==> src/rtl/hv_lock_regs.svh <==
// constants for the high-voltage lock and protect command handler
`ifndef HV_LOCK_REGS_SVH
`define HV_LOCK_REGS_SVH
`define ADDR_WIPER0 4'h0
`define ADDR_WIPER1 4'h1
`define ADDR_LOCK0 4'h2
`define ADDR_LOCK1 4'h3
`define ADDR_TERM_CTRL 4'h4
`define ADDR_VOL_RSVD 4'h5
`define ADDR_PROTECT 4'hf
`define OP_INCR 2'h1
`define OP_DECR 2'h2
`define WIPER_FULL 9'h100
`define WIPER_ZERO 9'h000
`define WIPER_RESET 9'h080
`define CMD_BITS 4'h8
`define ERR_BIT_POS 4'h7
`define NV_WRITE_TIME_NS 5000000
`define CLK_PERIOD_NS 8
`endif

==> src/rtl/hv_lock_pkg.sv <==
// types for the high-voltage lock and protect command handler
package hv_lock_pkg;
  typedef enum logic [1:0] {ST_IDLE, ST_ARMED, ST_WRITING} nv_state_e;
endpackage

==> src/rtl/hv_lock_protect_command_handler.sv <==
// serial command handler for high-voltage lock and protect commands
//
// Summary of operation
// - nonvolatile write starts only after eight command clocks and chip select rising
// - chip select may be reasserted immediately; no gap enforced
// - during a write cycle only addresses 00h, 01h, 04h, 05h are accepted
// - nonvolatile-address commands are ignored without effect until the write ends
// - write-active flag shows a write cycle in progress
// - step commands to 00h or 01h step wiper 0 or wiper 1
// - step command to 04h keeps terminal control and sets command error
// - step commands to 05h..0Eh are invalid and set command error
// - high-voltage decrement sets, increment clears, locks at 02h, 03h, protect 0Fh
// - after command error, serial output stays low until chip select rises
`timescale 1ns/1ps
`default_nettype none
`include "hv_lock_regs.svh"
module hv_lock_protect_command_handler
  import hv_lock_pkg::*;
#(
  parameter int unsigned NV_WRITE_CYCLES = (`NV_WRITE_TIME_NS / `CLK_PERIOD_NS)
) (
  input wire logic clk_i,
  input wire logic rst_b_i,
  input wire logic cs_b_i,
  input wire logic high_voltage_select_level_i,
  input wire logic sck_i,
  input wire logic sdi_i,
  output logic sdo_o,
  output logic sdo_oe_b_o,
  output logic [8:0] wiper0_o,
  output logic [8:0] wiper1_o,
  output logic wiper0_lock_bit_o,
  output logic wiper1_lock_bit_o,
  output logic write_protect_bit_o,
  output logic nv_write_active_flag_o,
  output logic command_error_flag_o
);
  // two-flop synchronisers for pins
  logic [1:0] cs_sync, hv_sync, sck_sync, sdi_sync;
  logic sck_last, cs_last;
  always_ff @(posedge clk_i) begin
    if (!rst_b_i) begin
      cs_sync <= 2'b11;
      hv_sync <= 2'b00;
      sck_sync <= 2'b00;
      sdi_sync <= 2'b00;
      sck_last <= 1'b0;
      cs_last <= 1'b1;
    end else begin
      cs_sync <= {cs_sync[0], cs_b_i};
      hv_sync <= {hv_sync[0], high_voltage_select_level_i};
      sck_sync <= {sck_sync[0], sck_i};
      sdi_sync <= {sdi_sync[0], sdi_i};
      sck_last <= sck_sync[1];
      cs_last <= cs_sync[1];
    end
  end

  logic cs_act, sck_rise, sck_fall, cs_rise;
  // high voltage on chip select also counts as active
  assign cs_act = !cs_sync[1] || hv_sync[1];
  assign sck_rise = cs_act && sck_sync[1] && !sck_last;
  assign sck_fall = cs_act && !sck_sync[1] && sck_last;
  assign cs_rise = cs_sync[1] && !cs_last && !hv_sync[1];

  // decode of volatile addresses, used in one place
  function automatic logic is_volatile(input logic [3:0] a);
    is_volatile = (a == `ADDR_WIPER0) || (a == `ADDR_WIPER1) ||
                  (a == `ADDR_TERM_CTRL) || (a == `ADDR_VOL_RSVD);
  endfunction

  function automatic logic is_nv_lock(input logic [3:0] a);
    is_nv_lock = (a == `ADDR_LOCK0) || (a == `ADDR_LOCK1) || (a == `ADDR_PROTECT);
  endfunction

  // shifter, wipers, locks, pending write, error
  logic [7:0] shreg, next_shreg;
  logic [3:0] bitcnt, next_bitcnt;
  logic [8:0] w0, w1, next_w0, next_w1;
  logic lk0, lk1, wp, next_lk0, next_lk1, next_wp;
  logic err, next_err;
  logic sdo, next_sdo;
  logic [3:0] pend_addr, next_pend_addr;
  logic pend_val, next_pend_val;
  nv_state_e state, next_state;
  logic timer_start, timer_busy, timer_done;
  logic [7:0] cmd;
  logic [3:0] addr;
  logic [1:0] op;

  assign cmd = {shreg[6:0], sdi_sync[1]};
  assign addr = cmd[7:4];
  assign op = cmd[3:2];

  always_comb begin
    next_shreg = shreg;
    next_bitcnt = bitcnt;
    next_w0 = w0;
    next_w1 = w1;
    next_lk0 = lk0;
    next_lk1 = lk1;
    next_wp = wp;
    next_err = err;
    next_sdo = sdo;
    next_pend_addr = pend_addr;
    next_pend_val = pend_val;
    next_state = state;
    timer_start = 1'b0;
    if (!cs_act) begin
      next_bitcnt = 4'h0;
      next_err = 1'b0;
      next_sdo = 1'b1;
    end else if (sck_rise) begin
      next_shreg = cmd;
      if (bitcnt == `ERR_BIT_POS) begin
        next_bitcnt = 4'h0;
        // commands to nonvolatile addresses dropped while writing
        if (state == ST_IDLE || is_volatile(addr)) begin
          if (op == `OP_INCR || op == `OP_DECR) begin
            if (addr == `ADDR_WIPER0) begin
              if (op == `OP_INCR && w0 < `WIPER_FULL) next_w0 = w0 + 9'h001;
              if (op == `OP_DECR && w0 > `WIPER_ZERO && w0 <= `WIPER_FULL)
                next_w0 = w0 - 9'h001;
            end else if (addr == `ADDR_WIPER1) begin
              if (op == `OP_INCR && w1 < `WIPER_FULL) next_w1 = w1 + 9'h001;
              if (op == `OP_DECR && w1 > `WIPER_ZERO && w1 <= `WIPER_FULL)
                next_w1 = w1 - 9'h001;
            end else if (is_nv_lock(addr) && hv_sync[1] && state == ST_IDLE) begin
              next_pend_addr = addr;
              next_pend_val = (op == `OP_DECR);
              next_state = ST_ARMED;
            end else begin
              next_err = 1'b1;
            end
          end
        end
      end else begin
        next_bitcnt = bitcnt + 4'h1;
      end
    end else if (sck_fall) begin
      next_sdo = !err;
    end
    // armed write launches on chip select release
    if (state == ST_ARMED && cs_rise) begin
      timer_start = 1'b1;
      next_state = ST_WRITING;
    end
    if (state == ST_WRITING && timer_done) begin
      next_state = ST_IDLE;
      case (pend_addr)
        `ADDR_LOCK0: next_lk0 = pend_val;
        `ADDR_LOCK1: next_lk1 = pend_val;
        `ADDR_PROTECT: next_wp = pend_val;
        default: next_wp = wp;
      endcase
    end
  end

  always_ff @(posedge clk_i) begin
    if (!rst_b_i) begin
      shreg <= 8'h00;
      bitcnt <= 4'h0;
      w0 <= `WIPER_RESET;
      w1 <= `WIPER_RESET;
      lk0 <= 1'b0;
      lk1 <= 1'b0;
      wp <= 1'b0;
      err <= 1'b0;
      sdo <= 1'b1;
      pend_addr <= 4'h0;
      pend_val <= 1'b0;
      state <= ST_IDLE;
    end else begin
      shreg <= next_shreg;
      bitcnt <= next_bitcnt;
      w0 <= next_w0;
      w1 <= next_w1;
      lk0 <= next_lk0;
      lk1 <= next_lk1;
      wp <= next_wp;
      err <= next_err;
      sdo <= next_sdo;
      pend_addr <= next_pend_addr;
      pend_val <= next_pend_val;
      state <= next_state;
    end
  end

  nv_write_timer #(.CYCLES(NV_WRITE_CYCLES)) u_timer (
    .clk_i(clk_i),
    .rst_b_i(rst_b_i),
    .start_i(timer_start),
    .busy_o(timer_busy),
    .done_o(timer_done)
  );

  // outputs; open-drain data pin drives only a low
  assign sdo_o = 1'b0;
  assign sdo_oe_b_o = sdo;
  assign wiper0_o = w0;
  assign wiper1_o = w1;
  assign wiper0_lock_bit_o = lk0;
  assign wiper1_lock_bit_o = lk1;
  assign write_protect_bit_o = wp;
  assign nv_write_active_flag_o = (state == ST_WRITING);
  assign command_error_flag_o = err;

  // checks
  property p_start_on_release;
    @(posedge clk_i) disable iff (!rst_b_i)
    (state == ST_ARMED && cs_rise) |=> nv_write_active_flag_o;
  endproperty
  a_start_on_release: assert property (p_start_on_release) else $error("write not started");
  property p_flag_tracks_timer;
    @(posedge clk_i) disable iff (!rst_b_i)
    nv_write_active_flag_o == (timer_busy || timer_done);
  endproperty
  a_flag_tracks_timer: assert property (p_flag_tracks_timer) else $error("flag mismatch");
  property p_locks_hold_while_writing;
    @(posedge clk_i) disable iff (!rst_b_i)
    (nv_write_active_flag_o && !timer_done) |=> $stable(wp) && $stable(lk0) && $stable(lk1);
  endproperty
  a_locks_hold_while_writing: assert property (p_locks_hold_while_writing) else $error("lock changed");
  property p_err_low_out;
    @(posedge clk_i) disable iff (!rst_b_i)
    (err && sck_fall) |=> sdo_oe_b_o == 1'b0;
  endproperty
  a_err_low_out: assert property (p_err_low_out) else $error("output not low on error");
  property p_err_cleared;
    @(posedge clk_i) disable iff (!rst_b_i)
    !cs_act |=> !err;
  endproperty
  a_err_cleared: assert property (p_err_cleared) else $error("error not cleared");
  property p_wiper_bounds;
    @(posedge clk_i) disable iff (!rst_b_i)
    $changed(w0) |-> (w0 <= `WIPER_FULL) && ($past(w0) - w0 == 9'h001 || w0 - $past(w0) == 9'h001);
  endproperty
  a_wiper_bounds: assert property (p_wiper_bounds) else $error("bad wiper step");
  property p_armed_needs_hv;
    @(posedge clk_i) disable iff (!rst_b_i)
    (state == ST_IDLE && next_state == ST_ARMED) |-> hv_sync[1];
  endproperty
  a_armed_needs_hv: assert property (p_armed_needs_hv) else $error("armed without high voltage");
  property p_term_ctrl_err;
    @(posedge clk_i) disable iff (!rst_b_i)
    (sck_rise && bitcnt == `ERR_BIT_POS && addr == `ADDR_TERM_CTRL && op == `OP_INCR) |=> err;
  endproperty
  a_term_ctrl_err: assert property (p_term_ctrl_err) else $error("no error at 04h");
endmodule
`default_nettype wire

==> src/rtl/nv_write_timer.sv <==
// write cycle timer: counts the nonvolatile write cycle time
`timescale 1ns/1ps
`default_nettype none
module nv_write_timer #(
  parameter int unsigned CYCLES = 625000
) (
  input wire logic clk_i,
  input wire logic rst_b_i,
  input wire logic start_i,
  output logic busy_o,
  output logic done_o
);
  logic [31:0] count;
  logic [31:0] next_count;
  logic busy;
  logic next_busy;
  logic done;
  logic next_done;

  // counter next state
  always_comb begin
    next_count = count;
    next_busy = busy;
    next_done = 1'b0;
    if (start_i && !busy) begin
      next_count = CYCLES - 32'd1;
      next_busy = 1'b1;
    end else if (busy) begin
      if (count == 32'd0) begin
        next_busy = 1'b0;
        next_done = 1'b1;
      end else begin
        next_count = count - 32'd1;
      end
    end
  end

  // counter registers
  always_ff @(posedge clk_i) begin
    if (!rst_b_i) begin
      count <= 32'd0;
      busy <= 1'b0;
      done <= 1'b0;
    end else begin
      count <= next_count;
      busy <= next_busy;
      done <= next_done;
    end
  end

  assign busy_o = busy;
  assign done_o = done;
endmodule
`default_nettype wire

==> config.mk <==
export PLATFORM = sky130hd
export DESIGN_NAME = hv_lock_protect_command_handler
export DESIGN_NICKNAME = d
export VERILOG_FILES = /design/src/rtl/hv_lock_pkg.sv /design/src/rtl/hv_lock_protect_command_handler.sv /design/src/rtl/nv_write_timer.sv
export VERILOG_INCLUDE_DIRS = /design/src /design/src/rtl
export SDC_FILE = /design/constraint.sdc
export NUM_CORES = 1
export LEC_CHECK = 0
export BUFFER_PORTS_ARGS = -buffer_cell sky130_fd_sc_hd__buf_2
export CORE_ASPECT_RATIO = 1.25
export CORE_MARGIN = 2
export CORE_UTILIZATION = 65
export CTS_CLUSTER_SIZE = 10
export DETAILED_ROUTE_END_ITERATION = 8
export PLACE_DENSITY_LB_ADDON = 0.3
export SYNTH_ARGS = -nofsm -noshare
export SYNTH_HDL_FRONTEND = slang
export SYNTH_SLANG_ARGS = --single-unit
==> constraint.sdc <==
create_clock -name clk_i -period 4.6 [get_ports clk_i]
set_input_delay 0.92 -clock clk_i [delete_from_list [all_inputs] [get_ports clk_i]]
set_output_delay 0.92 -clock clk_i [all_outputs]
set_load 0.05 [all_outputs]
---- Word-level counts from Yosys, hierarchy flattened ----
Cells that the tools add are included.
word-level totals
  bits in registers ....................... 85
  output and inout port bits .............. 25
  word-level logic and storage cells ...... 142
operators by class
  add/subtract/negate cells ............... 6
  order comparisons ....................... 6
  equal/unequal tests ..................... 17
  muxes and demuxes ....................... 22
  bitwise gates (word level) .............. 7
  reduce and logical (&&, ||, !) cells .... 61
operator list
  cell                   count
  $mux 20                3
  $mux 9                 4
  $logic_not 32->1       1
  $sub 32x1->32 const B  1
  $reduce_and 8->1       3
  $add 9x1->9 const B    2
  $gt 9x1->1 const B     2
  $le 9x9->1 const B     2
  $lt 9x9->1 const B     2
  $mux 2                 9
  $reduce_bool 2->1      9
  $sub 9x1->9 const B    2
  $logic_and 1x1->1      17
  $eq 4x2->1 const B     4
  $reduce_and 2->1       8
  $reduce_and 7->1       2
  $eq 4x3->1 const B     3
  $eq 4x4->1 const B     2
  $logic_or 1x1->1       8
  $logic_not 1->1        7
  $not 1->1              7
  $ne 2x1->1 const B     3
  $reduce_or 3->1        2
  $mux 1                 5
  8 further kinds        11

---- Longest topological paths before layout ----
  depth in word-level cells ............... 14
  depth in mapped cells ................... 10
  gate-level depth less buffers ........... 10

---- By module ----
A second synthesis with hierarchy kept.
unflattened totals
  cells, all modules ...................... 539
  area, all modules ....................... 4600.7 um2
modules (own cells, without submodules)
  module                           instances  cells each  area each (um2)  sequential area each (um2)
  hv_lock_protect_command_handler  1          329         2782.7           1021.0
  nv_write_timer                   1          210         1818.0           680.7

---- Least setup slack after synthesis ----
OpenSTA, ideal clock, no wires.
  path type ............................... register -> register
  from .................................... register w1[1] (netlist: wiper1_o[1])
  to ...................................... register w1[8] (netlist: wiper1_o[8])
  library setup time ...................... 0.101 ns
  arrival time ............................ 3.115 ns
  required time ........................... 4.499 ns
  path slack .............................. 1.384 ns
  stages on the path, launching flop included .. 10
  clock period less this slack ............ 3.216 ns
  path through ............................ dfxtp_1 nor4_1 and2_1 o21ai_0 ha_1 or2_2 o31a_1 a2111oi_0 nor3_1 o41ai_1
on the way
  word-level cells in the longest chain between the ends .. 5
  elaborated cells between the ends (all ways) .. 12
  classes of those cells .................. 2 x add/sub; 3 x order compare; 2 x mux; 5 x reduce/logical
RTL lines
  element                                    RTL line                                source
  from (decl)                                hv_lock_protect_command_handler.sv:79   logic [8:0] w0, w1, next_w0, next_w1;
  from (signal assigned)                     hv_lock_protect_command_handler.sv:164  w1 <= `WIPER_RESET;
  from (signal assigned)                     hv_lock_protect_command_handler.sv:177  w1 <= next_w1;
  $gt 9x1->1 (no line)                       --
  $logic_and 1x1->1 (no line) (2 in series)  --
  $reduce_bool 2->1 (no line)                --
  $reduce_and 8->1 (no line)                 --
Parallel ways exist; a longest one is shown, timed or not. The select of a mux whose other input is x is not followed.
A chain may end at the register's enable or synchronous reset.

---- Worst setup path after layout ----
Same ends and word-level chain as after synthesis.

==> flow_summary_export.csv <==
group,metric,value,unit
outcome,status,"completed",
power_and_ir_drop,ir_drop,233,uV
synth,yosysSeqAreaShare,0.374,
detailed_routing,ant_nets,0,
synth,synth_nets,573,
layout,drive_above_1_share,0.117,
run,max_cap_violations,0,
timing,hold_viol,0,
timing,min_period,3.67,ns
worst_setup_path,start_kind,"flip-flop",
power_and_ir_drop,p_total,0.00136,W
clock_tree,numCtsBuffers,9,
die,die_y,97.5,um
power_and_ir_drop,switching_power,0.000304,W
power_and_ir_drop,p_per_area,275,nW/um2
layout,n_antenna_cell,0,
synth,synth_cell_types,59,
synth,yosysTopAreaCell,"dfxtp_1",
synth,synthTopCellsByArea,"dfxtp_1 (37%), a21oi_1 (5.9%), ha_1 (5.0%)",
timing,whs,0.414,ns
clock_tree,cts_tree,"done",
global_routing,use_met2,0.497,
synth,synth-compound-area-share,0.227,
synth,synthCells,547,
worst_setup_path,path_class,"flip-flop to flip-flop",
power_and_ir_drop,power_frac_comb,0.019,
global_routing,grtUsageTotal,0.291,
placed_design,place_hpwl,7.38,mm
detailed_routing,routed_wl,10.7,mm
detailed_routing,dr.first_iter.drc_count,291,
placed_design,place_congestion,0.954,
global_routing,grt_max_degree,28,
die,start_util,0.660,
synth,synthMuxAreaShare,0.0110,
clock_tree,clock_path_buffers,2,
die,rows,34,
clock_tree,cts.clk_slew.worst_paths,0.09,ns
synth,ys_top_cells_by_count,"dfxtp_1 (85), a21oi_1 (54), nand2_1 (41)",
synth,yosys.area_share.simple,0.268,
clock_tree,cts-htree-levels,3,
synth,synth_top_family_by_area,"simple AND/OR/NAND/NOR gates",
global_routing,antenna_found_initial,0,
die,core,6890,um2
power_and_ir_drop,clockPowerShare,0.437,
clock_tree,clkLatencyLatePin,0.37,ns
die,die-area,7690,um2
detailed_routing,drt_pass1_iterations,5,
worst_setup_path,arrival,3.92,ns
synth,synth-edff-count,0,
global_routing,met3_usage,0.0437,
placed_design,port_buffers,29,
global_routing,top_usage_layer,"met2",
worst_setup_path,r2r_slack,0.93,ns
clock_tree,clockRootBuffer,"clkbuf_8",
timing,maxSlewViolCount,0,
global_routing,grt_pass1_wl,18.4,mm
timing,setup-violations-final,0,
detailed_routing,viasPerCell,6.57,
synth,synth_top_area_frac,0.374,
global_routing,grt_pass1_vias,4098,
timing,period_share,0.797,
detailed_routing,wl_per_cell,16.2,um
timing,slew_headroom,0.265,
timing,skew,0.0140,ns
placed_design,placed_cells,645,
synth,synth_fa_ha_area_frac,0.0583,
layout,final_cells,661,
synth,synth_warnings,0,
die,die_width,78.8,um
layout,syn2layout_area_growth,8.55,%
global_routing,grt_util_met1,0.345,
clock_tree,ctsResizeCount,0,
synth,ys.flop_type,"dfxtp_1",
worst_hold_path,hp-class,"flip-flop to flip-flop",
power_and_ir_drop,p_seq_frac,0.545,
clock_tree,cts_sinks,85,
timing,tns,0,ns
global_routing,overflow,0,
worst_setup_path,cp.required,4.85,ns
timing,fmax,0.273,GHz
clock_tree,hold_buffers,0,
layout,final_nets,592,
synth,syn_area,4550,um2
power_and_ir_drop,switching_share,0.223,
detailed_routing,via_count,4346,
die,ios,31,
worst_setup_path,endpoint_kind,"flip-flop",
clock_tree,post-cts-setup-buffer-count,0,
timing,worst_pin_slew,1.09,ns
synth,synth_xor_xnor_area_share,0.0250,
power_and_ir_drop,p_leak,1.84,nW
synth,synthArstFlopShare,0,
timing,rsz0062_at_grt,"false",
synth,synth_most_common_cell,"dfxtp_1",
synth,synth.avg_cell_area,8.32,um2
detailed_routing,drc,0,
worst_setup_path,path_max_fanout,8,
synth,ys_ff_latch,85,
power_and_ir_drop,p_int,0.00106,W
layer usage:
| layer | routed length (um) | share of wire |
|---|---|---|
| met1 | 4480 | 0.42 |
| met2 | 5470 | 0.51 |
| met3 | 438 | 0.041 |
| met4 | 338 | 0.032 |
| met5 | 0 | 0 |
layout by cell type, fill, tap and decap left out, types with 3 or more instances in the layout:
master     count
ha_1          18
xnor2_1        4
nand2b_1      10
o41ai_1        5
mux2i_1        5
a211oi_1       4
nand4_1       16
nor3_1        15
buf_2         29
nand2_1       41
o21ai_0       40
a311oi_1       5
dfxtp_1       85
inv_1         15
nor4_1         9
or2_2         11
o311ai_0       8
a31oi_1        4
and2_1        10
nand3_1       20
and3_1         3
xor2_1         9
o2111ai_1     10
or3_1         24
o31ai_1        7
or4_1          9
nor2_1        39
o211ai_1       4
a21oi_1       54
clkbuf_8       9
nor2b_1        3
cells by family after synthesis:
logic type	after synthesis
simple gates	224
compound gates	160
flops	85
buf+inv	39
fa+ha+maj	20
xor+xnor	13
mux	5
other cells	1
worst paths after layout:
kind         cells past startpoint                       end                     start
max                              9  wiper1_o[8]$_SDFFE_PN0P_  wiper1_o[1]$_SDFFE_PN0P_
min                              1     cs_sync[1]$_SDFF_PN1_     cs_sync[0]$_SDFF_PN1_
max reg2reg                      9  wiper1_o[8]$_SDFFE_PN0P_  wiper1_o[1]$_SDFFE_PN0P_
min reg2reg                      1     cs_sync[1]$_SDFF_PN1_     cs_sync[0]$_SDFF_PN1_
flip-flops by register name, indices dropped and copies added, names as in the netlist:
register	cells
bitcnt	4
command_error_flag_o	1
cs_last	1
cs_sync	2
hv_sync	2
pend_addr	4
pend_val	1
sck_last	1
sck_sync	2
sdi_sync	2
sdo_oe_b_o	1
shreg	7
state	2
u_timer.busy_o	1
u_timer.count	32
u_timer.done_o	1
wiper0_lock_bit_o	1
wiper0_o	9
wiper1_lock_bit_o	1
wiper1_o	9
write_protect_bit_o	1
through the flow:
step | setup slack, ns | util | area [um2]
6_report | 0.933 | 0.717 | 4940
5_1_grt | 0.492 | 0.717 | 4940
4_1_cts | 1.00 | 0.717 | 4940
3_5_place_dp | 1.09 | 0.684 | 4720
3_3_place_gp | 1.24 | 0.684 | 4720
2_1_floorplan | 1.38 | - | 4550
power by group through the flow:
stage | logic, W | clock network [W] | registers, W
6_report | 0.0000257 | 0.000594 | 0.000740
3_5_place_dp | 0.0000253 | 0 | 0.000758
2_1_floorplan | 0.0000188 | 0 | 0.000757
4_1_cts | 0.0000254 | 0.000595 | 0.000740
5_1_grt | 0.0000283 | 0.000626 | 0.000741
3_3_place_gp | 0.0000250 | 0 | 0.000758
critical path, stage by stage, from the launching register on:
cell and delay (ns):
dfxtp_1 0.37, nor4_1 0.67, and2_1 0.31, o21ai_0 0.41, fa_1 0.59, a211oi_1 0.32
o21ai_0 0.14, a2111oi_0 0.38, nor3_1 0.10, o41ai_1 0.27
layout make-up:
cell class                 count  area (um2)
tap                           90         113
timing repair buffer          31         160
multi-input combinational    423        2680
clock inverter                 6        93.8
clock buffer                  10         128
fill                         558        1950
inverter                      16        60.1
sequential                    85        1700
(Power assumes the default switching activity.)
